===== src/verilog/sll_pkg.sv =====
// Constants and types shared by the strap latch and link LED block.
package sll_pkg;
	localparam logic [1:0]  SYNC_RST_VAL      = 2'h0;
	localparam logic        REG_DIS_RST_VAL   = 1'h0;
	localparam logic        IRQSEL_RST_VAL    = 1'h1;
	localparam int          CLK_HZ            = 40000000;
	localparam int          BLINK_HALF_MS     = 40;
	localparam int          BLINK_HALF_CYC    = (CLK_HZ / 1000) * BLINK_HALF_MS;
	localparam int          STRAP_HOLD_CYC    = 2;
	typedef enum logic [1:0] {SLL_RESET, SLL_SAMPLE, SLL_RUN} sll_state_t;
endpackage


===== src/verilog/sll_top.sv =====
// Strap capture at reset and shared LED pin drive afterwards.
// Functional notes
// - Straps captured at power-on and system reset.
// - System reset input is active low.
// - Activity LED lit on link, blinks traffic.
// - Speed LED on at 100 with link up and line not isolated, off otherwise.
// - Regulator-disable strap high turns regulator off.
// - Interrupt strap high selects interrupt output.
`timescale 1ns/10ps
module sll_top import sll_pkg::*; #(
	parameter int BLINK_CYC = BLINK_HALF_CYC
) (
	input  wire logic clk,
	input  wire logic rstn,
	input  wire logic system_reset_n,
	input  wire logic pad_act_strap_in,
	input  wire logic pad_spd_strap_in,
	input  wire logic link_up,
	input  wire logic link_activity,
	input  wire logic speed_100,
	input  wire logic line_isolate,
	input  wire logic phy_irq,
	input  wire logic tx_error,
	output logic      link_activity_led,
	output logic      link_activity_led_oe_n,
	output logic      link_speed_led,
	output logic      link_speed_led_oe_n,
	output logic      regulator_off,
	output logic      irq_mode,
	output logic      interrupt_request_n,
	output logic      transmit_symbol_bit_four
);
	logic [1:0] rst_sync_ff, s1_sync_ff, s2_sync_ff;
	logic       sys_rst_s;
	sll_state_t state_ff, nxt_state;
	logic       regulator_disable_strap_ff, nxt_regulator_disable_strap;
	logic       irq_pin_function_strap_ff, nxt_irq_pin_function_strap;
	logic [31:0] blink_cnt_ff, nxt_blink_cnt;
	logic       blink_ff, nxt_blink;
	logic       act_led_ff, nxt_act_led, spd_led_ff, nxt_spd_led;
	logic       int_n_ff, nxt_int_n, txsym4_ff, nxt_txsym4;
	logic [1:0] hold_cnt_ff, nxt_hold_cnt;

	// Two-flop synchronisers for the reset pin and both strap pads.
	always_ff @(posedge clk) begin
		if (!rstn) begin
			rst_sync_ff <= SYNC_RST_VAL;
			s1_sync_ff  <= SYNC_RST_VAL;
			s2_sync_ff  <= SYNC_RST_VAL;
		end else begin
			rst_sync_ff <= {rst_sync_ff[0], system_reset_n};
			s1_sync_ff  <= {s1_sync_ff[0], pad_act_strap_in};
			s2_sync_ff  <= {s2_sync_ff[0], pad_spd_strap_in};
		end
	end
	assign sys_rst_s = !rst_sync_ff[1];

	// Hold-off counter keeps the pads released until the strap synchronisers refill.
	always_comb begin
		nxt_hold_cnt = hold_cnt_ff;
		if (state_ff != SLL_RESET) begin
			nxt_hold_cnt = 2'h0;
		end else if (hold_cnt_ff < 2'(STRAP_HOLD_CYC - 1)) begin
			nxt_hold_cnt = hold_cnt_ff + 2'h1;
		end
	end

	always_ff @(posedge clk) begin
		if (!rstn) begin
			hold_cnt_ff <= 2'h0;
		end else begin
			hold_cnt_ff <= nxt_hold_cnt;
		end
	end

	always_comb begin
		nxt_state = state_ff;
		nxt_regulator_disable_strap = regulator_disable_strap_ff;
		nxt_irq_pin_function_strap  = irq_pin_function_strap_ff;
		case (state_ff)
			SLL_RESET: begin
				if (!sys_rst_s && hold_cnt_ff >= 2'(STRAP_HOLD_CYC - 1)) begin
					nxt_state = SLL_SAMPLE;
				end
			end
			SLL_SAMPLE: begin
				nxt_regulator_disable_strap = s1_sync_ff[1];
				nxt_irq_pin_function_strap  = s2_sync_ff[1];
				nxt_state = SLL_RUN;
			end
			SLL_RUN: begin
				if (sys_rst_s) begin
					nxt_state = SLL_RESET;
				end
			end
			default: nxt_state = SLL_RESET;
		endcase
	end

	always_ff @(posedge clk) begin
		if (!rstn) begin
			state_ff                   <= SLL_RESET;
			regulator_disable_strap_ff <= REG_DIS_RST_VAL;
			irq_pin_function_strap_ff  <= IRQSEL_RST_VAL;
		end else begin
			state_ff                   <= nxt_state;
			regulator_disable_strap_ff <= nxt_regulator_disable_strap;
			irq_pin_function_strap_ff  <= nxt_irq_pin_function_strap;
		end
	end

	// Blink timer and registered pin drives.
	always_comb begin
		nxt_blink_cnt = blink_cnt_ff;
		nxt_blink     = blink_ff;
		if (!link_activity) begin
			nxt_blink_cnt = 32'h0;
			nxt_blink     = 1'h0;
		end else if (blink_cnt_ff >= 32'(BLINK_CYC - 1)) begin
			nxt_blink_cnt = 32'h0;
			nxt_blink     = !blink_ff;
		end else begin
			nxt_blink_cnt = blink_cnt_ff + 32'h1;
		end
		nxt_act_led = link_up && !blink_ff;
		nxt_spd_led = speed_100 && link_up && !line_isolate;
		nxt_int_n   = nxt_irq_pin_function_strap ? !phy_irq : 1'h1;
		nxt_txsym4  = nxt_irq_pin_function_strap ? 1'h0 : tx_error;
	end

	always_ff @(posedge clk) begin
		if (!rstn) begin
			blink_cnt_ff <= 32'h0;
			blink_ff     <= 1'h0;
			act_led_ff   <= 1'h0;
			spd_led_ff   <= 1'h0;
			int_n_ff     <= 1'h1;
			txsym4_ff    <= 1'h0;
		end else begin
			blink_cnt_ff <= nxt_blink_cnt;
			blink_ff     <= nxt_blink;
			act_led_ff   <= nxt_act_led;
			spd_led_ff   <= nxt_spd_led;
			int_n_ff     <= nxt_int_n;
			txsym4_ff    <= nxt_txsym4;
		end
	end

	// Pins are released as inputs until straps are captured.
	assign link_activity_led        = act_led_ff;
	assign link_speed_led           = spd_led_ff;
	assign link_activity_led_oe_n   = (state_ff != SLL_RUN);
	assign link_speed_led_oe_n      = (state_ff != SLL_RUN);
	assign regulator_off            = regulator_disable_strap_ff;
	assign irq_mode                 = irq_pin_function_strap_ff;
	assign interrupt_request_n      = int_n_ff;
	assign transmit_symbol_bit_four = txsym4_ff;

	strap_capture_a: assert property (@(posedge clk) disable iff (!rstn)
		state_ff == SLL_SAMPLE |=> regulator_disable_strap_ff == $past(s1_sync_ff[1])
		&& irq_pin_function_strap_ff == $past(s2_sync_ff[1]))
		else $error("Strap not captured.");
	hold_wait_a: assert property (@(posedge clk) disable iff (!rstn)
		state_ff == SLL_SAMPLE |-> $past(state_ff, 2) == SLL_RESET)
		else $error("Strap sampled before pads settled.");
	sample_once_a: assert property (@(posedge clk) disable iff (!rstn)
		state_ff == SLL_SAMPLE |=> state_ff == SLL_RUN)
		else $error("Sample state not left.");
	strap_hold_a: assert property (@(posedge clk) disable iff (!rstn)
		state_ff == SLL_RUN ##1 state_ff == SLL_RUN |-> $stable(regulator_disable_strap_ff))
		else $error("Strap changed while running.");
	oe_release_a: assert property (@(posedge clk) disable iff (!rstn)
		state_ff != SLL_RUN |-> link_activity_led_oe_n && link_speed_led_oe_n)
		else $error("Pad driven before capture.");

	reset_entry_a: assert property (@(posedge clk) disable iff (!rstn)
		state_ff == SLL_RUN && !rst_sync_ff[1] |=> state_ff == SLL_RESET)
		else $error("System reset ignored.");
	rst_hold_a: assert property (@(posedge clk) disable iff (!rstn)
		state_ff == SLL_RESET && sys_rst_s |=> state_ff == SLL_RESET)
		else $error("Reset state left while reset held.");

	act_led_a: assert property (@(posedge clk) disable iff (!rstn)
		!link_up |=> !link_activity_led)
		else $error("Activity LED lit without link.");
	led_idle_a: assert property (@(posedge clk) disable iff (!rstn)
		link_up && !link_activity ##1 link_up |=> link_activity_led)
		else $error("Activity LED dark on idle link.");
	blink_dark_a: assert property (@(posedge clk) disable iff (!rstn)
		link_up && blink_ff |=> !link_activity_led)
		else $error("Activity LED lit in dark blink phase.");
	speed_led_a: assert property (@(posedge clk) disable iff (!rstn)
		1'b1 |=> link_speed_led == $past(speed_100 && link_up && !line_isolate))
		else $error("Speed LED wrong.");
	speed_iso_a: assert property (@(posedge clk) disable iff (!rstn)
		line_isolate |=> !link_speed_led)
		else $error("Speed LED lit while isolated.");
	speed_10_a: assert property (@(posedge clk) disable iff (!rstn)
		!speed_100 |=> !link_speed_led)
		else $error("Speed LED lit at low speed.");

	reg_off_a: assert property (@(posedge clk) disable iff (!rstn)
		!$past(state_ff == SLL_SAMPLE) |-> $stable(regulator_off) && $stable(irq_mode))
		else $error("Strap outputs changed outside capture.");
	irq_pin_a: assert property (@(posedge clk) disable iff (!rstn)
		!irq_mode |-> interrupt_request_n)
		else $error("Interrupt driven in transmit mode.");
	irq_drive_a: assert property (@(posedge clk) disable iff (!rstn)
		state_ff == SLL_RUN && irq_mode && phy_irq |=> !interrupt_request_n)
		else $error("Interrupt not driven.");
	txsym_drive_a: assert property (@(posedge clk) disable iff (!rstn)
		state_ff == SLL_RUN && !irq_mode |=> transmit_symbol_bit_four == $past(tx_error))
		else $error("Transmit symbol bit not driven.");
	txsym_idle_a: assert property (@(posedge clk) disable iff (!rstn)
		irq_mode |-> !transmit_symbol_bit_four)
		else $error("Transmit symbol bit driven in interrupt mode.");

	run_cov: cover property (@(posedge clk) disable iff (!rstn) state_ff == SLL_RUN);
	regulator_disable_strap_cov: cover property (@(posedge clk) disable iff (!rstn) regulator_off);
	sym4_cov: cover property (@(posedge clk) disable iff (!rstn) !irq_mode && state_ff == SLL_RUN);
	blink_cov: cover property (@(posedge clk) disable iff (!rstn) link_up && blink_ff);
	sysrst_cov: cover property (@(posedge clk) disable iff (!rstn)
		state_ff == SLL_RUN ##1 state_ff == SLL_RESET);
endmodule

===== config.mk =====
export PLATFORM = sky130hd
export DESIGN_NAME = sll_top
export DESIGN_NICKNAME = d
export VERILOG_FILES = /design/src/verilog/sll_pkg.sv /design/src/verilog/sll_top.sv
export SDC_FILE = /design/constraint.sdc
export NUM_CORES = 1
export LEC_CHECK = 0
export BUFFER_PORTS_ARGS = -buffer_cell sky130_fd_sc_hd__buf_2
export CORE_UTILIZATION = 45
export DETAILED_ROUTE_END_ITERATION = 16
export PLACE_DENSITY_LB_ADDON = 0.25
export REMOVE_ABC_BUFFERS = 1
export SLEW_MARGIN = 30
export SYNTH_ARGS = -nofsm -noshare
export SYNTH_HDL_FRONTEND = slang
export SYNTH_SLANG_ARGS = --single-unit

===== constraint.sdc =====
create_clock -name clk -period 1.8 [get_ports clk]
set_clock_uncertainty 0.05 [all_clocks]
set_input_delay 0.18 -clock clk [delete_from_list [all_inputs] [get_ports clk]]
set_output_delay 0.18 -clock clk [all_outputs]
set_load 0.02 [all_outputs]

==> metrics.md, run 1 <==
| Metric | Value |
|---|---|
| Clk_lat worst skew | `0.30 ns` |
| Root Driver | `clkbuf_8` |
| Initial Utilization | `0.478` |
| Setup WS pre-CTS | `0.0533 ns` |
| Ranking of synthesized cells by area | `dfxtp_1 55%, xnor2_1 6.4%, nor2_1 5.3%, nand2_1 2.7%, and2_1 2.5%` |
| Peak supply drop | `0.522 mV` |
| Global route total overflow | `0` |
| Worst Tran Pin Value | `0.519 ns` |
| FF+latch count, synth | `49` |
| WHS | `0.0390 ns` |
| FILL cells | `334` |
| Chip Width | `64.8 um` |
| Most common cell after layout, fill and taps aside | `dfxtp_1` |
| Avg Inst Size Synth | `9.71 um^2` |
| Largest family of logic cells by synthesized area | `simple AND/OR/NAND/NOR gates` |
| Final Cycle Share | `1.02` |
| Met2 WL post-DR | `1.27 mm` |
| Routed wire length | `2.88 mm` |
| Cts bufs inserted | `5` |
| Synthesized area | `1780 um^2` |
| Dpl hpwl | `2.00 mm` |
| Rows | `22` |
| Setup ws final | `-0.0271 ns` |
| Slew HR | `0.651` |
| CTS tree | `built` |
| Hold wc startpoint | `pad_spd_strap_in` |
| Post-synthesis compound-gate area fraction | `0.0493` |
| IO Count | `19` |
| Vias in the first global route | `1180` |
| Violated checks | `negative setup slack` |
| DR vias/cell | `4.66` |
| Initial DRC count | `38` |
| Worst R2R Start | `blink_cnt_ff[1]` |
| Largest area contributor in the netlist | `dfxtp_1` |
| Max Clk Rate | `0.547 GHz` |
| Hold/Removal Path Class | `primary input to flop` |
| Clock Tree Buf Depth | `2` |
| Adder-cell area share of the yosys netlist | `0.0211` |
| WL/cell | `10.5 um` |
| XOR/XNOR Fraction of Synth Area | `0.0739` |
| YS warnings | `0` |
| Detail Route Antenna Nets | `0` |
| Worst Path Required | `1.98 ns` |
| Via total after detailed routing | `1276` |
| Worst Path Max Fanout | `5` |
| CTS H-tree lvls | `2` |
| Worst path arrival time | `2.01 ns` |
| Worst Reg-to-Reg Cells | `7` |
| Die Span Y | `64.8 um` |
| M1 wire length | `1.44 mm` |
| Post-route cell area | `2160 um^2` |
| WHS Endpoint | `s2_sync_ff[0]` |
| Critical R2R Capture | `blink_cnt_ff[16]` |
| Die ar. | `4200 um^2` |
| Detailed Routing Iterations Pass 1 | `4` |
| Register area share after synthesis | `0.552` |
| Setup TNS | `-0.0482 ns` |
| Max capacitance violation total | `0` |
| Final Slew Violations | `0` |
| Status | `complete, but fails checks` |
| Syn-to-layout area delta | `21.7%` |
| CP endpoint kind | `flop` |
| Crit Path Category | `flop to flop` |
| Final #Nets | `240` |
| RSZ-0062 raised after global routing | `true` |
| Clock-pin slew on the worst setup and hold paths | `0.09 ns` |
| Fin crit period | `1.83 ns` |
| PwrDens | `899 nW/um^2` |
| I/O Buffers | `18` |
| Proportion of layout cells with a drive suffix above 1 | `0.212` |
| CP Launch Type | `flop` |
| Initial antenna violation count | `0` |
| Post-synth top area share | `0.552` |
| WL met3 | `103 um` |
| Highest routed metal layer | `met4` |
| Core ar. | `3720 um^2` |
| Post-route DRC | `0` |
| Mux share of post-synthesis cell area | `0.0225` |
| Unique masters post-synth | `32` |
| Simple-gate share of the synthesized area | `0.247` |
| P_leak | `0.000797 uW` |
| Most frequent cells in the layout | `45 x dfxtp_1, 25 x nor2_1, 18 x buf_2, 13 x nand2_1, 13 x xnor2_1` |
| Hold Path Depth | `2` |
| Final Power | `1940 uW` |
| # diodes | `0` |
| GRT Util Overall | `0.151` |
| Pin count of the biggest net entering global routing | `22` |
| CTS Sinks | `49` |
| Gpl congestion | `0.759` |
| First-pass GRT wire length | `4.80 mm` |
| Setup slack, reg-to-reg | `-0.03 ns` |
| Cells after synthesis | `183` |
| Area after DPL | `2020 um^2` |
| Final setup vio count | `2` |
| Fin. Hold Viols | `0` |
-- worst max path at each step --
stage                          from          endpoint  slack (ns)  cells after the start
finish              blink_cnt_ff[1]  blink_cnt_ff[16]       -0.03                      7
global route        blink_cnt_ff[1]  blink_cnt_ff[16]       -0.12                      7
CTS                 blink_cnt_ff[0]  blink_cnt_ff[18]        0.03                      5
detailed placement  blink_cnt_ff[0]  blink_cnt_ff[18]        0.05                      5
global placement    blink_cnt_ff[5]  blink_cnt_ff[17]        0.12                      4
floorplan           blink_cnt_ff[0]  blink_cnt_ff[18]      -0.006                      5
-- worst max-delay path, stage by stage, from the launching register on --
cell and delay [ns]:
dfxtp_2 0.36, ha_4 0.13, nand4_1 0.15, buf_4 0.18
buf_4 0.14, nor4_1 0.45, nand3b_1 0.14, a21oi_1 0.15
-- power breakdown --
| group | leakage (uW) | internal (uW) | switching (uW) | total, uW |
|---|---|---|---|---|
| registers | 0.000404 | 1130 | 19.4 | 1150 |
| logic | 0.000349 | 80.2 | 77.4 | 158 |
| clock network | 0.0000443 | 305 | 330 | 635 |
-- cell type report --
cell class	count	area (um^2)	share of cell area
Sequential cell	49	988	0.457
Multi-Input combinational cell	132	798	0.369
Timing Repair Buffer	31	203	0.0937
Clock buffer	7	86.3	0.0399
Tap cell	48	60.1	0.0278
Inverter	7	26.3	0.0122
-- cell families (layout without fill, tap and decap cells) --
logic type / after synthesis / in the layout
simple gates: 84 / 84
compound gates: 15 / 15
other cells: 1 / 11
flops: 49 / 49
xor+xnor: 15 / 15
buf+inv: 12 / 45
mux: 4 / 4
fa+ha+maj: 3 / 3
-- state kept, by name, summed over array words and instances (netlist names) --
register	flops
blink_cnt_ff	32
regulator_off	1
s2_sync_ff	2
hold_cnt_ff	2
blink_ff	1
link_speed_led	1
s1_sync_ff	2
irq_mode	1
rst_sync_ff	2
link_activity_led	1
interrupt_request_n	1
state_ff	2
transmit_symbol_bit_four	1
-- cells in the mapped netlist --
cell / count
dfxtp_1: 49
nor2_1: 25
nand2_1: 13
xnor2_1: 13
and2_1: 7
inv_1: 7
nand3_1: 7
nor3_1: 7
nor4_1: 7
a21oi_1: 6
mux2i_1: 4
o21ai_0: 4
clkbuf_1: 3
ha_1: 3
or3_1: 3
and3_1: 2
nand3b_1: 2
nand4_1: 2
nand4_2: 2
nor2b_1: 2
o211ai_1: 2
or4_4: 2
xor2_1: 2
a211o_1: 1
a31oi_1: 1
buf_4: 1
buf_6: 1
conb_1: 1
nand2b_1: 1
nor3b_1: 1
o21a_1: 1
or2_2: 1
-- what timing repair did --
| item | 4_1_cts | 5_1_grt |
|---|---|---|
| endpoints found under the setup margin | 0 | 3 |
| hold buffers | 1 | 0 |
| resized for setup | 0 | 9 |
| buffers inserted | 0 | 2 |
| hold endpoints to repair | 1 | 0 |
-- per-stage QoR --
step / cells / utilization
2_1_floorplan: 188 / -
3_3_place_gp: 264 / 0.544
3_5_place_dp: 264 / 0.544
4_1_cts: 272 / 0.570
5_1_grt: 274 / 0.582
6_report: 274 / 0.582
-- per-layer routing --
layer  vias to the layer above  global-route usage
met5                         -                   0
met2                        19               0.251
li1                        689                   -
met1                       559               0.174
met3                         9              0.0440
met4                         0              0.0750
Note: power is estimated with default switching activity, not from simulation.
==> run 2: changes to the inputs <==
--- a/config.mk
+++ b/config.mk
@@ -9,7 +9,6 @@
 export CORE_UTILIZATION = 45
 export DETAILED_ROUTE_END_ITERATION = 16
 export PLACE_DENSITY_LB_ADDON = 0.25
-export REMOVE_ABC_BUFFERS = 1
 export SLEW_MARGIN = 30
 export SYNTH_ARGS = -nofsm -noshare
 export SYNTH_HDL_FRONTEND = slang
==> run 2 against run 1 <==
The run now ends clean. Via count rose by 0.86%. Core utilization fell by 0.40 points. First-iteration DRC count is 47% higher. Count of clock-buffer cells in the layout down 2. Wire length grew 2.4%. Power grew 0.93%. Setup slack improved by 0.091 ns. Sequential share of layout area is 0.087 points higher. Critical path depth shrank 3. Maximum frequency is 5.2% higher. Register-to-register slack improved by 0.09 ns. Critical endpoint is now blink_cnt_ff[19]. Highest routed layer unchanged.
==> metrics.md, run 2 (synthesis gave the netlist of run 1 again) <==
| Metric | Value |
|---|---|
| Setup ws final | `0.0640 ns (was -0.0271 ns)` |
| Sw frac | `0.240 (was 0.219)` |
| Initial Utilization | `0.478 (unchanged)` |
| Largest Register | `blink_cnt_ff (unchanged)` |
| CP endpoint kind | `flop (unchanged)` |
| Global route total overflow | `0 (unchanged)` |
| Worst Tran Pin Value | `0.508 ns (was 0.519 ns)` |
| CTS Sinks | `49 (unchanged)` |
| CTS H-tree lvls | `2 (unchanged)` |
| Proportion of layout cells with a drive suffix above 1 | `0.208 (was 0.212)` |
| Slew HR | `0.658 (was 0.651)` |
| Max reg flops | `32 (unchanged)` |
| Final Cycle Share | `0.964 (was 1.02)` |
| Worst Path Required | `1.99 ns (was 1.98 ns)` |
| Die Span Y | `64.8 um (unchanged)` |
| Initial antenna violation count | `0 (unchanged)` |
| Int Pwr | `1490 uW (was 1520 uW)` |
| Detail Route Antenna Nets | `0 (unchanged)` |
| Peak supply drop | `0.504 mV (was 0.522 mV)` |
| Comb pwr share | `0.083 (was 0.081)` |
| Core ar. | `3720 um^2 (unchanged)` |
| Post-CTS Repair Setup Buffers | `0 (unchanged)` |
| Worst Reg-to-Reg Cells | `4 (was 7)` |
| Setup WS pre-CTS | `0.0858 ns (was 0.0533 ns)` |
| Hold/Removal Path Class | `primary input to flop (unchanged)` |
| Dpl hpwl | `2.08 mm (was 2.00 mm)` |
| Rows | `22 (unchanged)` |
| I/O Buffers | `18 (unchanged)` |
| Final setup vio count | `0 (was 2)` |
| Most common cell after layout, fill and taps aside | `dfxtp_1 (unchanged)` |
| Critical R2R Capture | `blink_cnt_ff[19] (was blink_cnt_ff[16])` |
| Syn-to-layout area delta | `20.8% (was 21.7%)` |
| CP Launch Type | `flop (unchanged)` |
| Hold Path Depth | `2 (unchanged)` |
| Worst R2R Start | `blink_cnt_ff[11] (was blink_cnt_ff[1])` |
| Final #Nets | `239 (was 240)` |
| Max capacitance violation total | `0 (unchanged)` |
| Pin count of the biggest net entering global routing | `22 (unchanged)` |
| Crit Path Category | `flop to flop (unchanged)` |
| Via total after detailed routing | `1287 (was 1276)` |
| Clock-pin slew on the worst setup and hold paths | `0.09 ns (about the same)` |
| Final Slew Violations | `0 (unchanged)` |
| FF+latch area | `983 um^2 (was 988 um^2)` |
| DR vias/cell | `4.70 (was 4.66)` |
| Post-route DRC | `0 (unchanged)` |
| Final design utilization | `0.578 (was 0.582)` |
| Final Power | `1960 uW (was 1940 uW)` |
| Most frequent cells in the layout | `47 x dfxtp_1, 25 x nor2_1, 18 x buf_2, 13 x nand2_1, 13 x xnor2_1 (was 45 x dfxtp_1, 25 x nor2_1, 18 x buf_2, 13 x nand2_1, 13 x xnor2_1)` |
| # diodes | `0 (unchanged)` |
| Detailed Routing Iterations Pass 1 | `4 (unchanged)` |
| Max Clk Rate | `0.576 GHz (was 0.547 GHz)` |
| PwrDens | `913 nW/um^2 (was 899 nW/um^2)` |
| Worst Path Max Fanout | `5 (unchanged)` |
| Clock Power Share | `0.329 (was 0.327)` |
| GRT Util Overall | `0.156 (was 0.151)` |
| Status | `complete, no violations (was complete, but fails checks)` |
| WHS Endpoint | `s2_sync_ff[0] (unchanged)` |
| CTS tree | `built (unchanged)` |
| Fin. Hold Viols | `0 (unchanged)` |
| P_leak | `0.000795 uW (was 0.000797 uW)` |
| Clock Tree Buf Depth | `2 (unchanged)` |
| Chip Width | `64.8 um (unchanged)` |
| Hold wc startpoint | `pad_spd_strap_in (unchanged)` |
| Worst path arrival time | `1.93 ns (was 2.01 ns)` |
| Multi-input gate area | `792 um^2 (was 798 um^2)` |
| Clk_lat worst skew | `0.30 ns (about the same)` |
| Fin crit period | `1.74 ns (was 1.83 ns)` |
| Gpl congestion | `0.771 (was 0.759)` |
| Initial DRC count | `56 (was 38)` |
| RSZ-0062 raised after global routing | `false (was true)` |
| Setup slack, reg-to-reg | `0.06 ns (was -0.03 ns)` |
| IO Count | `19 (unchanged)` |
| Die ar. | `4200 um^2 (unchanged)` |
| WL/cell | `10.8 um (was 10.5 um)` |
| FILL cells | `341 (was 334)` |
| Setup TNS | `0 ns (was -0.0482 ns)` |
| Root Driver | `clkbuf_8 (unchanged)` |
| Vias in the first global route | `1159 (was 1180)` |
| Sw Pwr | `470 uW (was 426 uW)` |
| Cts bufs inserted | `5 (unchanged)` |
| Routed wire length | `2.95 mm (was 2.88 mm)` |
| First-pass GRT wire length | `4.93 mm (was 4.80 mm)` |
| Share of power burned in registers | `0.588 (was 0.592)` |
| Crit path launch | `blink_cnt_ff[11] (was blink_cnt_ff[1])` |
## run 2: cell count changes in the layout (fill, tap and decap cells not counted)
cell,change
clkinvlp_4,+1
nor4_2,+1
nor4_1,-1
buf_4,-1
clkinv_2,+1
inv_6,+1
ha_4,-1
clkbuf_1,-1
dfxtp_2,-1
dfxtp_4,-1
ha_1,+1
clkbuf_8,-1
dfxtp_1,+2
## run 2: worst max-delay path by stage
stage,end,slack (ns),depth (start not counted)
floorplan,blink_cnt_ff[18],0.01,5
global route,blink_cnt_ff[17],0.0009,4
CTS,blink_cnt_ff[19],0.06,4
detailed placement,blink_cnt_ff[19],0.09,4
global placement,blink_cnt_ff[18],0.11,5
finish,blink_cnt_ff[19],0.06,4
## run 2: cell type report
cell class | instances | area share
multi-input cells | 132 | 0.369
repair buffers | 30 | 0.0909
flip-flops and latches | 49 | 0.458
clock inverters | 3 | 0.00991
clock buffers | 5 | 0.0321
inverters | 7 | 0.0122
well taps | 48 | 0.0280
## run 2: worst max-delay path: stages (launching register included)
cell	delay, ns
dfxtp_1	0.44
nand4_2	0.17
or4_4	0.57
or3_1	0.32
a21oi_1	0.14
## run 2: stage by stage
stage | instance area, um^2 | hold WS, ns | instances
after floorplan | 1810 | 0.206 | 193
after global placement | 2030 | 0.297 | 265
after detailed placement | 2030 | 0.303 | 265
after CTS | 2130 | 0.0141 | 274
after global routing | 2150 | 0.0252 | 274
final | 2150 | 0.0244 | 274
## run 2: per-layer routing
| metal | wire length (um) | track usage | up-vias |
|---|---|---|---|
| li1 | - | - | 687 |
| met3 | 103 | 0.0528 | 5 |
| met2 | 1270 | 0.253 | 20 |
| met5 | 0 | 0 | - |
| met1 | 1520 | 0.185 | 575 |
| met4 | 59 | 0.0750 | 0 |
## run 2: power groups by stage
stage | clock, uW | sequential (uW) | combinational [uW]
floorplan | 0 | 1180 | 121
global placement | 0 | 1180 | 156
detailed placement | 0 | 1180 | 165
CTS | 668 | 1150 | 166
global route | 708 | 1160 | 190
finish | 645 | 1150 | 164
## run 2: repair_timing
action | CTS | global route
hold buffers | 1 | 0
setup endpoints to repair | 0 | 16
gates resized for setup | 0 | 5
endpoints found under the hold margin | 1 | 0
==> run 3: changes to the inputs <==
--- a/config.mk
+++ b/config.mk
@@ -6,9 +6,10 @@
 export NUM_CORES = 1
 export LEC_CHECK = 0
 export BUFFER_PORTS_ARGS = -buffer_cell sky130_fd_sc_hd__buf_2
-export CORE_UTILIZATION = 45
+export CORE_UTILIZATION = 51
 export DETAILED_ROUTE_END_ITERATION = 16
 export PLACE_DENSITY_LB_ADDON = 0.25
+export SETUP_SLACK_MARGIN = 0.1
 export SLEW_MARGIN = 30
 export SYNTH_ARGS = -nofsm -noshare
 export SYNTH_HDL_FRONTEND = slang
==> run 3 against run 2 <==
Setup slack improved by 0.044 ns. Die area decreased by 11%. Maximum frequency is 2.6% higher. Hold slack improved by 0.023 ns. Largest cell class unchanged.
==> metrics.md, run 3 (synthesis gave the netlist of run 1 again) <==
| Metric | Value |
|---|---|
| Status | `complete, no violations (unchanged)` |
| Sw frac | `0.227 (was 0.240)` |
| Placed cells | `262 (was 265)` |
| I/O Buffers | `18 (unchanged)` |
| Clock Power Share | `0.321 (was 0.329)` |
| Vias in the first global route | `1328 (was 1159)` |
| FILL cells | `268 (was 341)` |
| Setup slack, reg-to-reg | `0.11 ns (was 0.06 ns)` |
| Peak supply drop | `0.708 mV (was 0.504 mV)` |
| GRT Util Overall | `0.197 (was 0.156)` |
| Setup TNS | `0 ns (unchanged)` |
| Worst Path Required | `2.05 ns (was 1.99 ns)` |
| Final setup vio count | `0 (unchanged)` |
| Detail Route Antenna Nets | `0 (unchanged)` |
| Fin. Hold Viols | `0 (unchanged)` |
| Int Pwr | `1520 uW (was 1490 uW)` |
| CP endpoint kind | `flop (unchanged)` |
| Worst R2R Start | `blink_cnt_ff[8] (was blink_cnt_ff[11])` |
| Max capacitance violation total | `0 (unchanged)` |
| Initial Utilization | `0.532 (was 0.478)` |
| Detailed Routing Iterations Pass 1 | `4 (unchanged)` |
| DR vias/cell | `4.89 (was 4.70)` |
| # diodes | `0 (unchanged)` |
| Final Slew Violations | `0 (unchanged)` |
| Worst Path Max Fanout | `5 (unchanged)` |
| RSZ-0062 raised after global routing | `true (was false)` |
| Initial antenna violation count | `0 (unchanged)` |
| Initial DRC count | `42 (was 56)` |
| CP endpoint | `blink_cnt_ff[19] (unchanged)` |
| Crit path launch | `blink_cnt_ff[8] (was blink_cnt_ff[11])` |
| Chip Width | `61.0 um (was 64.8 um)` |
| Most frequent cells in the layout | `40 x dfxtp_1, 25 x nor2_1, 18 x buf_2, 14 x buf_4 (was 47 x dfxtp_1, 25 x nor2_1, 18 x buf_2, 13 x nand2_1, 13 x xnor2_1)` |
| IO Count | `19 (unchanged)` |
| Dpl hpwl | `2.24 mm (was 2.08 mm)` |
| Worst path arrival time | `1.94 ns (was 1.93 ns)` |
| Hold/Removal Path Class | `primary input to flop (unchanged)` |
| Final Cycle Share | `0.940 (was 0.964)` |
| Clk_lat worst skew | `0.36 ns (was 0.30 ns)` |
| Root Driver | `clkbuf_4 (was clkbuf_8)` |
| Worst Reg-to-Reg Cells | `5 (was 4)` |
| Area after DPL | `2020 um^2 (was 2030 um^2)` |
| Via total after detailed routing | `1388 (was 1287)` |
| Routed wire length | `3.33 mm (was 2.95 mm)` |
| Cts bufs inserted | `5 (unchanged)` |
| Critical R2R Capture | `blink_cnt_ff[19] (unchanged)` |
| CTS H-tree lvls | `2 (unchanged)` |
| Comb pwr share | `0.092 (was 0.083)` |
| Max reg flops | `32 (unchanged)` |
| Fin crit period | `1.69 ns (was 1.74 ns)` |
| Crit Path Category | `flop to flop (unchanged)` |
| Pin count of the biggest net entering global routing | `22 (unchanged)` |
| First-pass GRT wire length | `5.29 mm (was 4.93 mm)` |
| Max Clk Rate | `0.591 GHz (was 0.576 GHz)` |
| Gpl congestion | `0.816 (was 0.771)` |
| Final Power | `1960 uW (about the same)` |
| Global route total overflow | `0 (unchanged)` |
| Most common cell after layout, fill and taps aside | `dfxtp_1 (unchanged)` |
| WL/cell | `11.7 um (was 10.8 um)` |
| WHS | `0.0471 ns (was 0.0244 ns)` |
| Share of power burned in registers | `0.587 (was 0.588)` |
| CTS tree | `built (unchanged)` |
| Multi-input gate area | `831 um^2 (was 792 um^2)` |
| Die ar. | `3720 um^2 (was 4200 um^2)` |
| Clock-pin slew on the worst setup and hold paths | `0.14 ns (was 0.09 ns)` |
| Hold Path Depth | `2 (unchanged)` |
| Largest Register | `blink_cnt_ff (unchanged)` |
| Finished Layout Cells | `284 (was 274)` |
| Die Span Y | `61.0 um (was 64.8 um)` |
| Sw Pwr | `446 uW (was 470 uW)` |
| Proportion of layout cells with a drive suffix above 1 | `0.269 (was 0.208)` |
| Rows | `21 (was 22)` |
| Post-route cell area | `2300 um^2 (was 2150 um^2)` |
| Post-route DRC | `0 (unchanged)` |
| Final #Nets | `251 (was 239)` |
| PwrDens | `854 nW/um^2 (was 913 nW/um^2)` |
| CTS Sinks | `49 (unchanged)` |
| Core ar. | `3340 um^2 (was 3720 um^2)` |
| P_leak | `0.000855 uW (was 0.000795 uW)` |
| FF+latch area | `995 um^2 (was 983 um^2)` |
| Clock Tree Buf Depth | `2 (unchanged)` |
| Syn-to-layout area delta | `29.4% (was 20.8%)` |
| CP Launch Type | `flop (unchanged)` |
-- run 3: what timing repair did --
action	4_1_cts	5_1_grt
pin swaps	4	5
setup endpoints to repair	6	21
gates resized for setup	6	16
buffers inserted	5	1
endpoints found under the hold margin	7	1
hold buffers	7	1
-- run 3: through the flow --
step | setup slack, ns | utilization
3_3_place_gp | 0.116 | 0.606
3_5_place_dp | 0.0487 | 0.606
6_report | 0.108 | 0.689
4_1_cts | 0.0885 | 0.667
5_1_grt | 0.0359 | 0.689
2_1_floorplan | 0.0403 | -
-- run 3: critical path: stages (launching register included) --
cell and delay, ns:
dfxtp_2 0.37, buf_6 0.11, nand4_1 0.08, or4_4 0.56, or3_4 0.35, a21oi_2 0.12
-- run 3: worst min path at each step --
stage                           endpoint  slack, ns    startpoint
after floorplan           link_speed_led       0.21  line_isolate
final                           irq_mode       0.05          rstn
after global placement    link_speed_led       0.29  line_isolate
after detailed placement  link_speed_led       0.31  line_isolate
after global routing            irq_mode       0.04          rstn
after CTS                 link_speed_led       0.01     speed_100
-- run 3: routing by layer --
layer / global-route usage / part of all wire / vias up
met5: 0 / 0 / -
met4: 0.107 / 0.023 / 0
met2: 0.349 / 0.54 / 19
li1: - / - / 713
met3: 0.0651 / 0.024 / 8
met1: 0.206 / 0.42 / 648
-- run 3: power by group through the flow --
stage / registers (uW) / clock network (uW) / logic (uW)
6_report: 1150 / 631 / 180
5_1_grt: 1160 / 703 / 201
4_1_cts: 1160 / 648 / 180
3_5_place_dp: 1180 / 0 / 167
3_3_place_gp: 1180 / 0 / 153
2_1_floorplan: 1180 / 0 / 121
-- run 3: area by class of cell --
| class | count | share of cell area |
|---|---|---|
| timing repair buffer | 42 | 0.133 |
| tap | 46 | 0.0250 |
| sequential | 49 | 0.433 |
| inverter | 7 | 0.0114 |
| clock inverter | 3 | 0.0201 |
| clock buffer | 5 | 0.0163 |
| multi-input combinational | 132 | 0.361 |
